--- src/include/tcp_pkg.sv ---
// Package: constants, register map and encodings of the 16-bit capture/PWM timer
// Function
// - Run enable starts down count from preload
// - At zero, reload interval and prescale next
// - One-shot stops, clears run enable; periodic continues
// - Zero sets sticky timeout raw flag
// - Unmasked timeout sets masked flag, interrupt
// - Trigger pulse one cycle at zero
// - Interval load write while running reloads counter
// - Stall bit freezes the count
// - Prescaler gives prescale plus one clocks
// - Capture mode zero selects edge count
// - Each selected edge decrements until match
// - Match sets count match raw, masked flags
// - After match reload, clear run, ignore edges
// - Edge time free-runs from load, no prescale
// - Capture mode one selects edge time
// - Edge copies count to capture, sets flag
// - Edge time keeps counting, reloads at zero
// - PWM counts down, reloads, repeats while enabled
// - PWM mode raises no flags or interrupt
// - PWM high at load, low at match
// - Invert bit inverts PWM output
package tcp_pkg;
  // ----------------------------------------------------------------
  // Register offsets
  // ----------------------------------------------------------------
  localparam logic [7:0] TCP_OFS_CTL = 8'h00;
  localparam logic [7:0] TCP_OFS_MODE = 8'h04;
  localparam logic [7:0] TCP_OFS_LOAD = 8'h08;
  localparam logic [7:0] TCP_OFS_MATCH = 8'h0C;
  localparam logic [7:0] TCP_OFS_PRESC = 8'h10;
  localparam logic [7:0] TCP_OFS_MASK = 8'h14;
  localparam logic [7:0] TCP_OFS_RAW = 8'h18;
  localparam logic [7:0] TCP_OFS_MIS = 8'h1C;
  localparam logic [7:0] TCP_OFS_CLR = 8'h20;
  localparam logic [7:0] TCP_OFS_COUNT = 8'h24;
  localparam logic [7:0] TCP_OFS_CAPT = 8'h28;
  // ----------------------------------------------------------------
  // Field positions
  // ----------------------------------------------------------------
  localparam int TCP_CTL_EN = 0;
  localparam int TCP_CTL_STALL = 1;
  localparam int TCP_CTL_EDGE_LO = 2;
  localparam int TCP_CTL_OTE = 5;
  localparam int TCP_CTL_INV = 6;
  localparam int TCP_MODE_CMR = 2;
  localparam int TCP_MODE_AMS = 3;
  localparam int TCP_FLG_TO = 0;
  localparam int TCP_FLG_CM = 1;
  localparam int TCP_FLG_CE = 2;
  // ----------------------------------------------------------------
  // Encodings and reset values
  // ----------------------------------------------------------------
  localparam logic [1:0] TCP_MR_ONESHOT = 2'h1;
  localparam logic [1:0] TCP_MR_PERIODIC = 2'h2;
  localparam logic [1:0] TCP_MR_CAPTURE = 2'h3;
  localparam logic [1:0] TCP_EDGE_RISE = 2'h0;
  localparam logic [1:0] TCP_EDGE_FALL = 2'h1;
  localparam logic [1:0] TCP_EDGE_BOTH = 2'h3;
  localparam logic [15:0] TCP_LOAD_RST = 16'hFFFF;
  localparam logic [15:0] TCP_COUNT_ZERO = 16'h0000;
  localparam logic [7:0] TCP_PRESC_RST = 8'h00;
  localparam logic [2:0] TCP_SYNC_RST = 3'h0;
endpackage

--- src/include/tcp_edge_if.sv ---
// Interface: synchronised pin edges between detector and timer core
`timescale 1ns/1ps
interface tcp_edge_if;
  logic pin_level;
  logic rise;
  logic fall;
  modport det (output pin_level, output rise, output fall);
  modport core (input pin_level, input rise, input fall);
endinterface

--- src/design/tcp_timer16.sv ---
// Top: one 16-bit timer half with capture, PWM and AHB-Lite registers
//
// The implementer's own choices: the register offsets and the AHB-Lite register port.
`timescale 1ns/1ps
module tcp_timer16
  import tcp_pkg::*;
(
  input wire logic hclk,
  input wire logic hresetn,
  input wire logic hsel,
  input wire logic [31:0] haddr,
  input wire logic [1:0] htrans,
  input wire logic hwrite,
  input wire logic [2:0] hsize,
  input wire logic [31:0] hwdata,
  input wire logic hready,
  output logic [31:0] hrdata,
  output logic hreadyout,
  output logic hresp,
  input wire logic capture_compare_pin_in,
  output logic capture_compare_pin_out,
  output logic capture_compare_pin_oen,
  output logic trigger_out,
  output logic irq
);
  // ----------------------------------------------------------------
  // Registers and state
  // ----------------------------------------------------------------
  logic timer_run_enable;
  logic stall_freeze_bit;
  logic [1:0] edge_select_field;
  logic trigger_output_enable;
  logic pwm_output_invert;
  logic [1:0] timer_mode_field;
  logic capture_mode_select;
  logic alternate_mode_select;
  logic [15:0] interval_load_value;
  logic [15:0] match_value;
  logic [7:0] prescale_value;
  logic [2:0] interrupt_mask_setting;
  logic [2:0] raw_status_flags;
  logic [15:0] count;
  logic [7:0] presc_cnt;
  logic [15:0] captured_count_value;
  logic pwm_level;
  logic trig;
  logic load_wr;
  logic [7:0] a_addr;
  logic a_wr;
  logic a_valid;

  // ----------------------------------------------------------------
  // Mode decode
  // ----------------------------------------------------------------
  logic is_pwm;
  logic is_ecount;
  logic is_etime;
  logic is_timer;
  logic sel_edge;
  logic step;
  logic at_zero;
  logic timeout_ev;
  logic match_ev;
  logic capt_ev;
  logic clr_wr;
  logic [2:0] clr_bits;
  logic [2:0] set_bits;
  logic ctl_wr;

  tcp_edge_if edges ();

  tcp_edge_det u_det (
    .hclk(hclk),
    .hresetn(hresetn),
    .pin_in(capture_compare_pin_in),
    .edge_o(edges)
  );

  assign is_pwm = alternate_mode_select && !capture_mode_select
                  && (timer_mode_field == TCP_MR_PERIODIC);
  assign is_ecount = !alternate_mode_select && (timer_mode_field == TCP_MR_CAPTURE)
                     && !capture_mode_select;
  assign is_etime = !alternate_mode_select && (timer_mode_field == TCP_MR_CAPTURE)
                    && capture_mode_select;
  assign is_timer = !alternate_mode_select
                    && (timer_mode_field == TCP_MR_ONESHOT || timer_mode_field == TCP_MR_PERIODIC);

  always_comb begin
    unique case (edge_select_field)
      TCP_EDGE_RISE: sel_edge = edges.rise;
      TCP_EDGE_FALL: sel_edge = edges.fall;
      TCP_EDGE_BOTH: sel_edge = edges.rise || edges.fall;
      default: sel_edge = 1'b0;
    endcase
  end

  // Prescaler only for timer and PWM modes
  assign step = timer_run_enable && !stall_freeze_bit
                && (is_etime || presc_cnt == TCP_PRESC_RST);
  assign at_zero = (count == TCP_COUNT_ZERO);
  assign timeout_ev = is_timer && step && at_zero;
  assign match_ev = is_ecount && timer_run_enable && !stall_freeze_bit
                    && sel_edge && (count - 16'h0001 == match_value);
  assign capt_ev = is_etime && timer_run_enable && sel_edge;

  // ----------------------------------------------------------------
  // AHB-Lite slave, zero wait states
  // ----------------------------------------------------------------
  always_ff @(posedge hclk or negedge hresetn) begin
    if (!hresetn) begin
      a_valid <= 1'b0;
      a_wr <= 1'b0;
      a_addr <= 8'h00;
    end else if (hready) begin
      a_valid <= hsel && htrans[1];
      a_wr <= hwrite;
      a_addr <= haddr[7:0];
    end
  end

  assign hreadyout = 1'b1;
  assign hresp = 1'b0;
  assign ctl_wr = a_valid && a_wr && (a_addr == TCP_OFS_CTL);
  assign load_wr = a_valid && a_wr && (a_addr == TCP_OFS_LOAD);
  assign clr_wr = a_valid && a_wr && (a_addr == TCP_OFS_CLR);
  assign clr_bits = clr_wr ? hwdata[2:0] : 3'h0;

  always_comb begin
    hrdata = 32'h0000_0000;
    if (a_valid && !a_wr) begin
      unique case (a_addr)
        TCP_OFS_CTL: hrdata = {25'h0, pwm_output_invert, trigger_output_enable, 1'b0,
                               edge_select_field, stall_freeze_bit, timer_run_enable};
        TCP_OFS_MODE: hrdata = {28'h0, alternate_mode_select, capture_mode_select, timer_mode_field};
        TCP_OFS_LOAD: hrdata = {16'h0, interval_load_value};
        TCP_OFS_MATCH: hrdata = {16'h0, match_value};
        TCP_OFS_PRESC: hrdata = {24'h0, prescale_value};
        TCP_OFS_MASK: hrdata = {29'h0, interrupt_mask_setting};
        TCP_OFS_RAW: hrdata = {29'h0, raw_status_flags};
        TCP_OFS_MIS: hrdata = {29'h0, raw_status_flags & interrupt_mask_setting};
        TCP_OFS_COUNT: hrdata = {16'h0, count};
        TCP_OFS_CAPT: hrdata = {16'h0, captured_count_value};
        default: hrdata = 32'h0000_0000;
      endcase
    end
  end

  // ----------------------------------------------------------------
  // Configuration registers
  // ----------------------------------------------------------------
  always_ff @(posedge hclk or negedge hresetn) begin
    if (!hresetn) begin
      stall_freeze_bit <= 1'b0;
      edge_select_field <= TCP_EDGE_RISE;
      trigger_output_enable <= 1'b0;
      pwm_output_invert <= 1'b0;
      timer_mode_field <= 2'h0;
      capture_mode_select <= 1'b0;
      alternate_mode_select <= 1'b0;
      match_value <= 16'h0000;
      prescale_value <= TCP_PRESC_RST;
      interrupt_mask_setting <= 3'h0;
      interval_load_value <= TCP_LOAD_RST;
    end else if (a_valid && a_wr) begin
      unique case (a_addr)
        TCP_OFS_CTL: begin
          stall_freeze_bit <= hwdata[TCP_CTL_STALL];
          edge_select_field <= hwdata[TCP_CTL_EDGE_LO +: 2];
          trigger_output_enable <= hwdata[TCP_CTL_OTE];
          pwm_output_invert <= hwdata[TCP_CTL_INV];
        end
        TCP_OFS_MODE: begin
          timer_mode_field <= hwdata[1:0];
          capture_mode_select <= hwdata[TCP_MODE_CMR];
          alternate_mode_select <= hwdata[TCP_MODE_AMS];
        end
        TCP_OFS_LOAD: interval_load_value <= hwdata[15:0];
        TCP_OFS_MATCH: match_value <= hwdata[15:0];
        TCP_OFS_PRESC: prescale_value <= hwdata[7:0];
        TCP_OFS_MASK: interrupt_mask_setting <= hwdata[2:0];
        default: ;
      endcase
    end
  end

  // ----------------------------------------------------------------
  // Run enable
  // ----------------------------------------------------------------
  // Hardware stop wins over a same-cycle software set
  always_ff @(posedge hclk or negedge hresetn) begin
    if (!hresetn) begin
      timer_run_enable <= 1'b0;
    end else if ((timeout_ev && timer_mode_field == TCP_MR_ONESHOT) || match_ev) begin
      timer_run_enable <= 1'b0;
    end else if (ctl_wr) begin
      timer_run_enable <= hwdata[TCP_CTL_EN];
    end
  end

  // ----------------------------------------------------------------
  // Counter and prescaler
  // ----------------------------------------------------------------
  always_ff @(posedge hclk or negedge hresetn) begin
    if (!hresetn) begin
      count <= TCP_LOAD_RST;
    end else if (load_wr) begin
      count <= hwdata[15:0];
    end else if (match_ev) begin
      count <= interval_load_value;
    end else if (is_ecount) begin
      if (timer_run_enable && !stall_freeze_bit && sel_edge) begin
        count <= count - 16'h0001;
      end
    end else if (step) begin
      if (at_zero) begin
        count <= interval_load_value;
      end else begin
        count <= count - 16'h0001;
      end
    end
  end

  always_ff @(posedge hclk or negedge hresetn) begin
    if (!hresetn) begin
      presc_cnt <= TCP_PRESC_RST;
    end else if (timer_run_enable && !stall_freeze_bit && !is_etime && !is_ecount) begin
      if (presc_cnt == TCP_PRESC_RST) begin
        presc_cnt <= prescale_value;
      end else begin
        presc_cnt <= presc_cnt - 8'h01;
      end
    end
  end

  // ----------------------------------------------------------------
  // Status, capture, trigger, PWM
  // ----------------------------------------------------------------
  assign set_bits = {capt_ev, match_ev, timeout_ev};

  // Set wins over a same-cycle clear
  always_ff @(posedge hclk or negedge hresetn) begin
    if (!hresetn) begin
      raw_status_flags <= 3'h0;
    end else begin
      raw_status_flags <= (raw_status_flags & ~clr_bits) | set_bits;
    end
  end

  assign irq = |(raw_status_flags & interrupt_mask_setting);

  always_ff @(posedge hclk or negedge hresetn) begin
    if (!hresetn) begin
      captured_count_value <= 16'h0000;
    end else if (capt_ev) begin
      captured_count_value <= count;
    end
  end

  // Only the counting step at zero fires, not the prescaler wait at zero
  always_ff @(posedge hclk or negedge hresetn) begin
    if (!hresetn) begin
      trig <= 1'b0;
    end else begin
      trig <= trigger_output_enable && step
              && at_zero && (is_timer || is_pwm) && !trig;
    end
  end
  assign trigger_out = trig;

  always_ff @(posedge hclk or negedge hresetn) begin
    if (!hresetn) begin
      pwm_level <= 1'b0;
    end else if (!is_pwm) begin
      pwm_level <= 1'b0;
    end else if (count == interval_load_value) begin
      pwm_level <= 1'b1;
    end else if (count == match_value) begin
      pwm_level <= 1'b0;
    end
  end

  assign capture_compare_pin_out = pwm_level ^ pwm_output_invert;
  assign capture_compare_pin_oen = !is_pwm;

  // ----------------------------------------------------------------
  // Checks
  // ----------------------------------------------------------------
  a_oneshot_stops: assert property (@(posedge hclk) disable iff (!hresetn)
    (timeout_ev && timer_mode_field == TCP_MR_ONESHOT) |=> !timer_run_enable)
    else $error("one-shot did not stop");
  a_zero_reload: assert property (@(posedge hclk) disable iff (!hresetn)
    (step && at_zero && !load_wr && !is_ecount) |=> count == $past(interval_load_value))
    else $error("no reload at zero");
  a_timeout_raw: assert property (@(posedge hclk) disable iff (!hresetn)
    timeout_ev |=> raw_status_flags[TCP_FLG_TO])
    else $error("timeout flag missing");
  a_match_stop: assert property (@(posedge hclk) disable iff (!hresetn)
    match_ev |=> !timer_run_enable && raw_status_flags[TCP_FLG_CM])
    else $error("match not handled");
  a_trig_width: assert property (@(posedge hclk) disable iff (!hresetn)
    trig |=> !trig)
    else $error("trigger wider than one cycle");
  a_stall_hold: assert property (@(posedge hclk) disable iff (!hresetn)
    (stall_freeze_bit && !load_wr && !match_ev) |=> $stable(count))
    else $error("count moved in stall");
  a_capture_copy: assert property (@(posedge hclk) disable iff (!hresetn)
    capt_ev |=> captured_count_value == $past(count) && raw_status_flags[TCP_FLG_CE])
    else $error("capture wrong");
  a_pwm_noflag: assert property (@(posedge hclk) disable iff (!hresetn)
    is_pwm |-> set_bits == 3'h0)
    else $error("flag in pwm mode");
  a_trig_on_zero: assert property (@(posedge hclk) disable iff (!hresetn)
    (trigger_output_enable && step && at_zero && (is_timer || is_pwm) && !trig) |=> trig)
    else $error("trigger missed at zero");
  a_load_write: assert property (@(posedge hclk) disable iff (!hresetn)
    load_wr |=> count == interval_load_value)
    else $error("load write not taken");
  a_step_down: assert property (@(posedge hclk) disable iff (!hresetn)
    (step && !at_zero && !load_wr && !is_ecount) |=> count == $past(count) - 16'h0001)
    else $error("count did not step down");
  a_periodic_runs: assert property (@(posedge hclk) disable iff (!hresetn)
    (timeout_ev && timer_mode_field == TCP_MR_PERIODIC && !ctl_wr) |=> timer_run_enable)
    else $error("periodic stopped at timeout");
  a_ecount_decr: assert property (@(posedge hclk) disable iff (!hresetn)
    (is_ecount && timer_run_enable && !stall_freeze_bit && sel_edge && !load_wr && !match_ev)
    |=> count == $past(count) - 16'h0001)
    else $error("edge not counted");
  a_match_ignore: assert property (@(posedge hclk) disable iff (!hresetn)
    (is_ecount && !timer_run_enable && !load_wr) |=> $stable(count))
    else $error("edge counted while stopped");
  a_etime_step: assert property (@(posedge hclk) disable iff (!hresetn)
    (is_etime && timer_run_enable && !stall_freeze_bit && !at_zero && !load_wr)
    |=> count == $past(count) - 16'h0001)
    else $error("edge time count not free-running");
  a_capture_hold: assert property (@(posedge hclk) disable iff (!hresetn)
    !capt_ev |=> $stable(captured_count_value))
    else $error("capture changed without edge");
  a_flag_sticky: assert property (@(posedge hclk) disable iff (!hresetn)
    (raw_status_flags[TCP_FLG_TO] && !clr_bits[TCP_FLG_TO]) |=> raw_status_flags[TCP_FLG_TO])
    else $error("timeout flag lost");
  a_timeout_irq: assert property (@(posedge hclk) disable iff (!hresetn)
    (timeout_ev && interrupt_mask_setting[TCP_FLG_TO]) |=> irq || !interrupt_mask_setting[TCP_FLG_TO])
    else $error("unmasked timeout without irq");
  a_pwm_rise: assert property (@(posedge hclk) disable iff (!hresetn)
    (is_pwm && count == interval_load_value) |=> pwm_level)
    else $error("pwm not high at load");
  a_pwm_fall: assert property (@(posedge hclk) disable iff (!hresetn)
    (is_pwm && count == match_value && count != interval_load_value) |=> !pwm_level)
    else $error("pwm not low at match");
endmodule // tcp_timer16

--- src/design/tcp_edge_det.sv ---
// Pin synchroniser and edge detector for the capture/compare pin
`timescale 1ns/1ps
module tcp_edge_det
  import tcp_pkg::*;
(
  input wire logic hclk,
  input wire logic hresetn,
  input wire logic pin_in,
  tcp_edge_if.det edge_o
);
  logic [2:0] sync;
  logic stable;

  // First stage is read only by the second
  always_ff @(posedge hclk or negedge hresetn) begin
    if (!hresetn) begin
      sync <= TCP_SYNC_RST;
    end else begin
      sync <= {sync[1:0], pin_in};
    end
  end

  // Change counts once stages two and three agree
  always_ff @(posedge hclk or negedge hresetn) begin
    if (!hresetn) begin
      stable <= 1'b0;
    end else if (sync[1] == sync[2]) begin
      stable <= sync[2];
    end
  end

  assign edge_o.pin_level = stable;
  assign edge_o.rise = (sync[1] == sync[2]) && sync[2] && !stable;
  assign edge_o.fall = (sync[1] == sync[2]) && !sync[2] && stable;
endmodule // tcp_edge_det

--- config.mk ---
export PLATFORM = sky130hd
export DESIGN_NAME = tcp_timer16
export DESIGN_NICKNAME = d
export VERILOG_FILES = /design/src/include/tcp_pkg.sv /design/src/include/tcp_edge_if.sv /design/src/design/tcp_timer16.sv /design/src/design/tcp_edge_det.sv
export SDC_FILE = /design/constraint.sdc
export NUM_CORES = 1
export LEC_CHECK = 0
export ABC_AREA = 1
export BUFFER_PORTS_ARGS = -buffer_cell sky130_fd_sc_hd__buf_2
export CAP_MARGIN = 10
export CORE_AREA = 4 4 119 121
export DETAILED_ROUTE_END_ITERATION = 16
export DIE_AREA = 0 0 123 125
export GPL_TIMING_DRIVEN = 0
export PLACE_DENSITY_LB_ADDON = 0.25
export SYNTH_ARGS = -nofsm -noshare
export SYNTH_HDL_FRONTEND = slang
export SYNTH_SLANG_ARGS = --single-unit
--- constraint.sdc ---
create_clock -name hclk -period 4.71 [get_ports hclk]
set_input_delay 0.942 -clock hclk [delete_from_list [all_inputs] [get_ports hclk]]
set_output_delay 0.942 -clock hclk [all_outputs]
set_load 0.05 [all_outputs]
==> impl_metrics.json <==
{
  "ys.flop_type": "dfrtp_1",
  "cts_setup_buffers": 0,
  "cts_resized": 0,
  "tightestPinTransition_ns": 1.327,
  "finalClockSkew_ns": 0.01360,
  "cp_common_cell": "inv_1",
  "first_pass_iters": 5,
  "dieWidth_um": 123,
  "synthArstFlopShare_pct": 100.0,
  "synth_warnings": 0,
  "finalWirelength_um": 21910,
  "netlist_area_sq_mm": 0.007058,
  "clock-root-buffer": "clkbuf_16",
  "max_freq_mhz": 235.9,
  "clkLatencyLatePin_ns": 0.37,
  "p_int_mw": 1.737,
  "ys_types": 47,
  "powerDensity_mw_per_mm2": 337.4,
  "diodes": 0,
  "cts_hold_buf": 0,
  "synth_area_leaders": "dfrtp_1 (28%), nand2_1 (14%), dfstp_2 (12%)",
  "switching_power_mw": 0.9367,
  "grtUsageMet2_pct": 42.88,
  "nNetsFinal": 1105,
  "drtIter0Drc": 743,
  "critPathLaunchType": "register",
  "post-route-min-period_ns": 4.239,
  "min-delay-path-class": "reg -> reg",
  "design.core.area_sq_mm": 0.01309,
  "grt_max_degree": 70,
  "die_y_um": 125,
  "yosys.area.top_type": "dfrtp_1",
  "avgRoutedWirePerCell_um": 18.21,
  "vias_per_cell": 5.594,
  "power_mw": 2.674,
  "hold_violations": 0,
  "met3_usage_pct": 5.285,
  "fin_crit_sh_pct": 89.99,
  "end_kind": "output port",
  "clock-sinks": 112,
  "crit_fanout": 10,
  "ios": 113,
  "fin_ws_ns": 0.4713,
  "multiInputGateArea_sq_mm": 0.003500,
  "area_delta_synth_final_pct": 12.29,
  "track_usage_pct": 28.85,
  "vdd_drop_max_uv": 255.8,
  "setup_tns_ns": 0,
  "overflow": 0,
  "swShare_pct": 35.03,
  "global_route.usage.met1_pct": 41.81,
  "post-route-drc-count": 0,
  "slew_headroom_pct": 10.93,
  "place.gp.congestion": 0.9709,
  "placed_cell_area_sq_mm": 0.007622,
  "rsz0062_at_grt": "false",
  "fillCellCount": 1253,
  "critPathBufInv": 3,
  "final_cell_area_sq_mm": 0.007925,
  "seqCellArea_sq_mm": 0.002843,
  "dp_hpwl_um": 15910,
  "num_vias": 6730,
  "drive_gt1_share_pct": 18.79,
  "clockPowerShare_pct": 30.4,
  "drv_slew": 0,
  "crit_slowest_cell": "o21ai_1",
  "clk_path_buf_depth": 2,
  "synth_top_area_share_pct": 28.36,
  "io_buffers": 50,
  "cts_tree": "built",
  "antenna_found_initial": 0,
  "synthCells": 944,
  "htreeDepth": 3,
  "synth_area_per_cell_sq_um": 7.477,
  "critPathKind": "reg -> out",
  "worstPathArrival_ns": 3.30,
  "cp.required_ns": 3.77,
  "crit_chain": "nor2_1 -> inv_1 -> nor3_1 -> inv_1 -> nor2_2 -> o21ai_1 -> a41oi_1 -> buf_2",
  "postRouteAntennaNets": 0,
  "critPathTopFamily": "compound AO/OA/AOI/OAI gates",
  "dieArea_sq_mm": 0.01538,
  "cts_inserted_buffers": 9,
  "path_clk_slew_ns": 0.08,
  "drv_cap": 0,
  "max_stage_delay_ns": 0.63,
  "top_usage_layer": "met2",
  "final_util_pct": 60.57,
  "setup_violations": 0,
  "combPwrFrac_pct": 26.3,
  "ys_ff_latch": 112,
  "grt_pass1_vias": 6218,
  "start_util_pct": 53.94,
  "dp_slack_ns": 1.020,
  "synth_edf_count": 0,
  "seq_area_frac_synth_pct": 40.28,
  "p_leak_nw": 4.022,
  "grt_pass1_wl_um": 33960,
  "outcome": "completed",
  "num_rows": 42,
  "seq_power_share_pct": 43.2
}
-- logic make-up (layout without fill, tap and decap cells) --
family	after synthesis	count (layout)	synth area share [%]
AOI/OAI and AO/OA	165	165	13.58
xor gates and xnor gates	30	30	3.723
adders and majority gates	8	8	1.418
buffers and inverters	173	240	10.99
DFF	112	112	40.28
muxes	10	10	1.595
other	2	18	0.1064
and+or+nand+nor	444	444	28.31
-- registers in the layout, indices dropped and copies added, names as in the netlist, 2 cells and up --
name / cells
u_det.sync: 3
interrupt_mask_setting: 3
edge_select_field: 2
interval_load_value: 16
match_value: 16
presc_cnt: 8
a_addr: 8
captured_count_value: 16
prescale_value: 8
timer_mode_field: 2
raw_status_flags: 3
count: 16
-- through the flow --
stage	cells	hold slack (ns)
after detailed placement	1187	0.3464
after global routing	1203	0.3853
after global placement	1186	0.3327
after floorplan	960	0.3312
final	1203	0.3642
after CTS	1203	0.3647
-- cell type report --
class | count | share of cell area, %
Multi-Input combinational cell | 675 | 44.16
Sequential cell | 112 | 35.87
Inverter | 121 | 5.731
Buffer | 52 | 4.057
Timing Repair Buffer | 51 | 3.584
Clock buffer | 10 | 2.889
Tap cell | 176 | 2.779
Clock inverter | 6 | 0.9315
-- worst paths after layout --
kind,slack [ns],start,endpoint,cells past startpoint
min reg2reg,0.36,u_det.sync[0]$_DFF_PN0_,u_det.sync[1]$_DFF_PN0_,0
max reg2reg,1.94,a_addr[1]$_DFFE_PN0P_,interval_load_value[15]$_DFFE_PN1P_,9
min,0.36,u_det.sync[0]$_DFF_PN0_,u_det.sync[1]$_DFF_PN0_,0
max in group asynchronous,3.49,hresetn,interval_load_value[13]$_DFFE_PN1P_,2
max,0.47,a_addr[1]$_DFFE_PN0P_,hrdata[5],8
min in group asynchronous,0.48,hresetn,presc_cnt[4]$_DFFE_PN0P_,1
-- layout by cell type, fill, tap and decap left out, types with 3 or more instances in the layout --
cell / n
nand3_1: 72
a21oi_1: 20
clkbuf_16: 9
clkbuf_1: 17
o22ai_1: 13
inv_1: 110
conb_1: 18
dfrtp_1: 80
o21ai_1: 5
mux2_2: 10
nand4_1: 6
nor2_4: 10
buf_6: 3
xor2_1: 28
nor2_2: 7
o21ai_0: 93
nand2_1: 259
a221oi_1: 15
buf_4: 22
buf_2: 59
inv_2: 9
ha_1: 8
nor4_1: 4
dfstp_2: 32
nor2_1: 57
nand2_2: 13
nor3_1: 4
a41oi_1: 6
-- power groups by stage --
stage               sequential (mW)  combinational (mW)  clock [mW]
finish                         1.16               0.705       0.813
global route                   1.16               0.775       0.854
CTS                            1.15               0.692       0.810
detailed placement             1.17               0.688           0
global placement               1.17               0.675           0
floorplan                      1.14               0.518           0
-- Yosys cell counts (2+ instances only) --
cell type and count:
nand2_4 2, buf_4 22, conb_1 2, mux2_2 10, buf_2 10, nand2_2 13
a221oi_1 15, a41oi_1 6, dfrtp_1 80, nand3_1 72, nand3b_1 2, nand3_2 2
nor2_1 57, inv_1 110, xor2_1 28, clkinv_1 2, a31oi_1 2, nor4_1 4
a22oi_1 2, o21bai_1 2, a21oi_2 2, nand4_1 6, nor2_2 7, o21ai_0 93
inv_2 9, buf_6 2, o2111ai_1 2, nand2_1 259, ha_1 8, nor2_4 10
o22ai_1 13, xnor2_1 2, clkbuf_1 16, dfstp_2 32, nor3_1 4, nand3_4 2
a21oi_1 20, o21ai_1 5
-- worst reg2reg max path: stages (launching register included) --
cell and delay [ns]:
dfrtp_1 0.38, nor2_1 0.15, nand2_1 0.12, nor2_4 0.26
nand2_2 0.21, nor2_4 0.35, clkinv_1 0.42, buf_2 0.35
buf_2 0.24, o21ai_0 0.20
-- metal layers --
layer	vias to the layer above	part of all wire (%)
met5	-	0
met4	0	2.7
met3	45	9.5
met2	339	44
met1	3169	43
li1	3177	-
No activity file was read; power rests on OpenSTA's default activity.
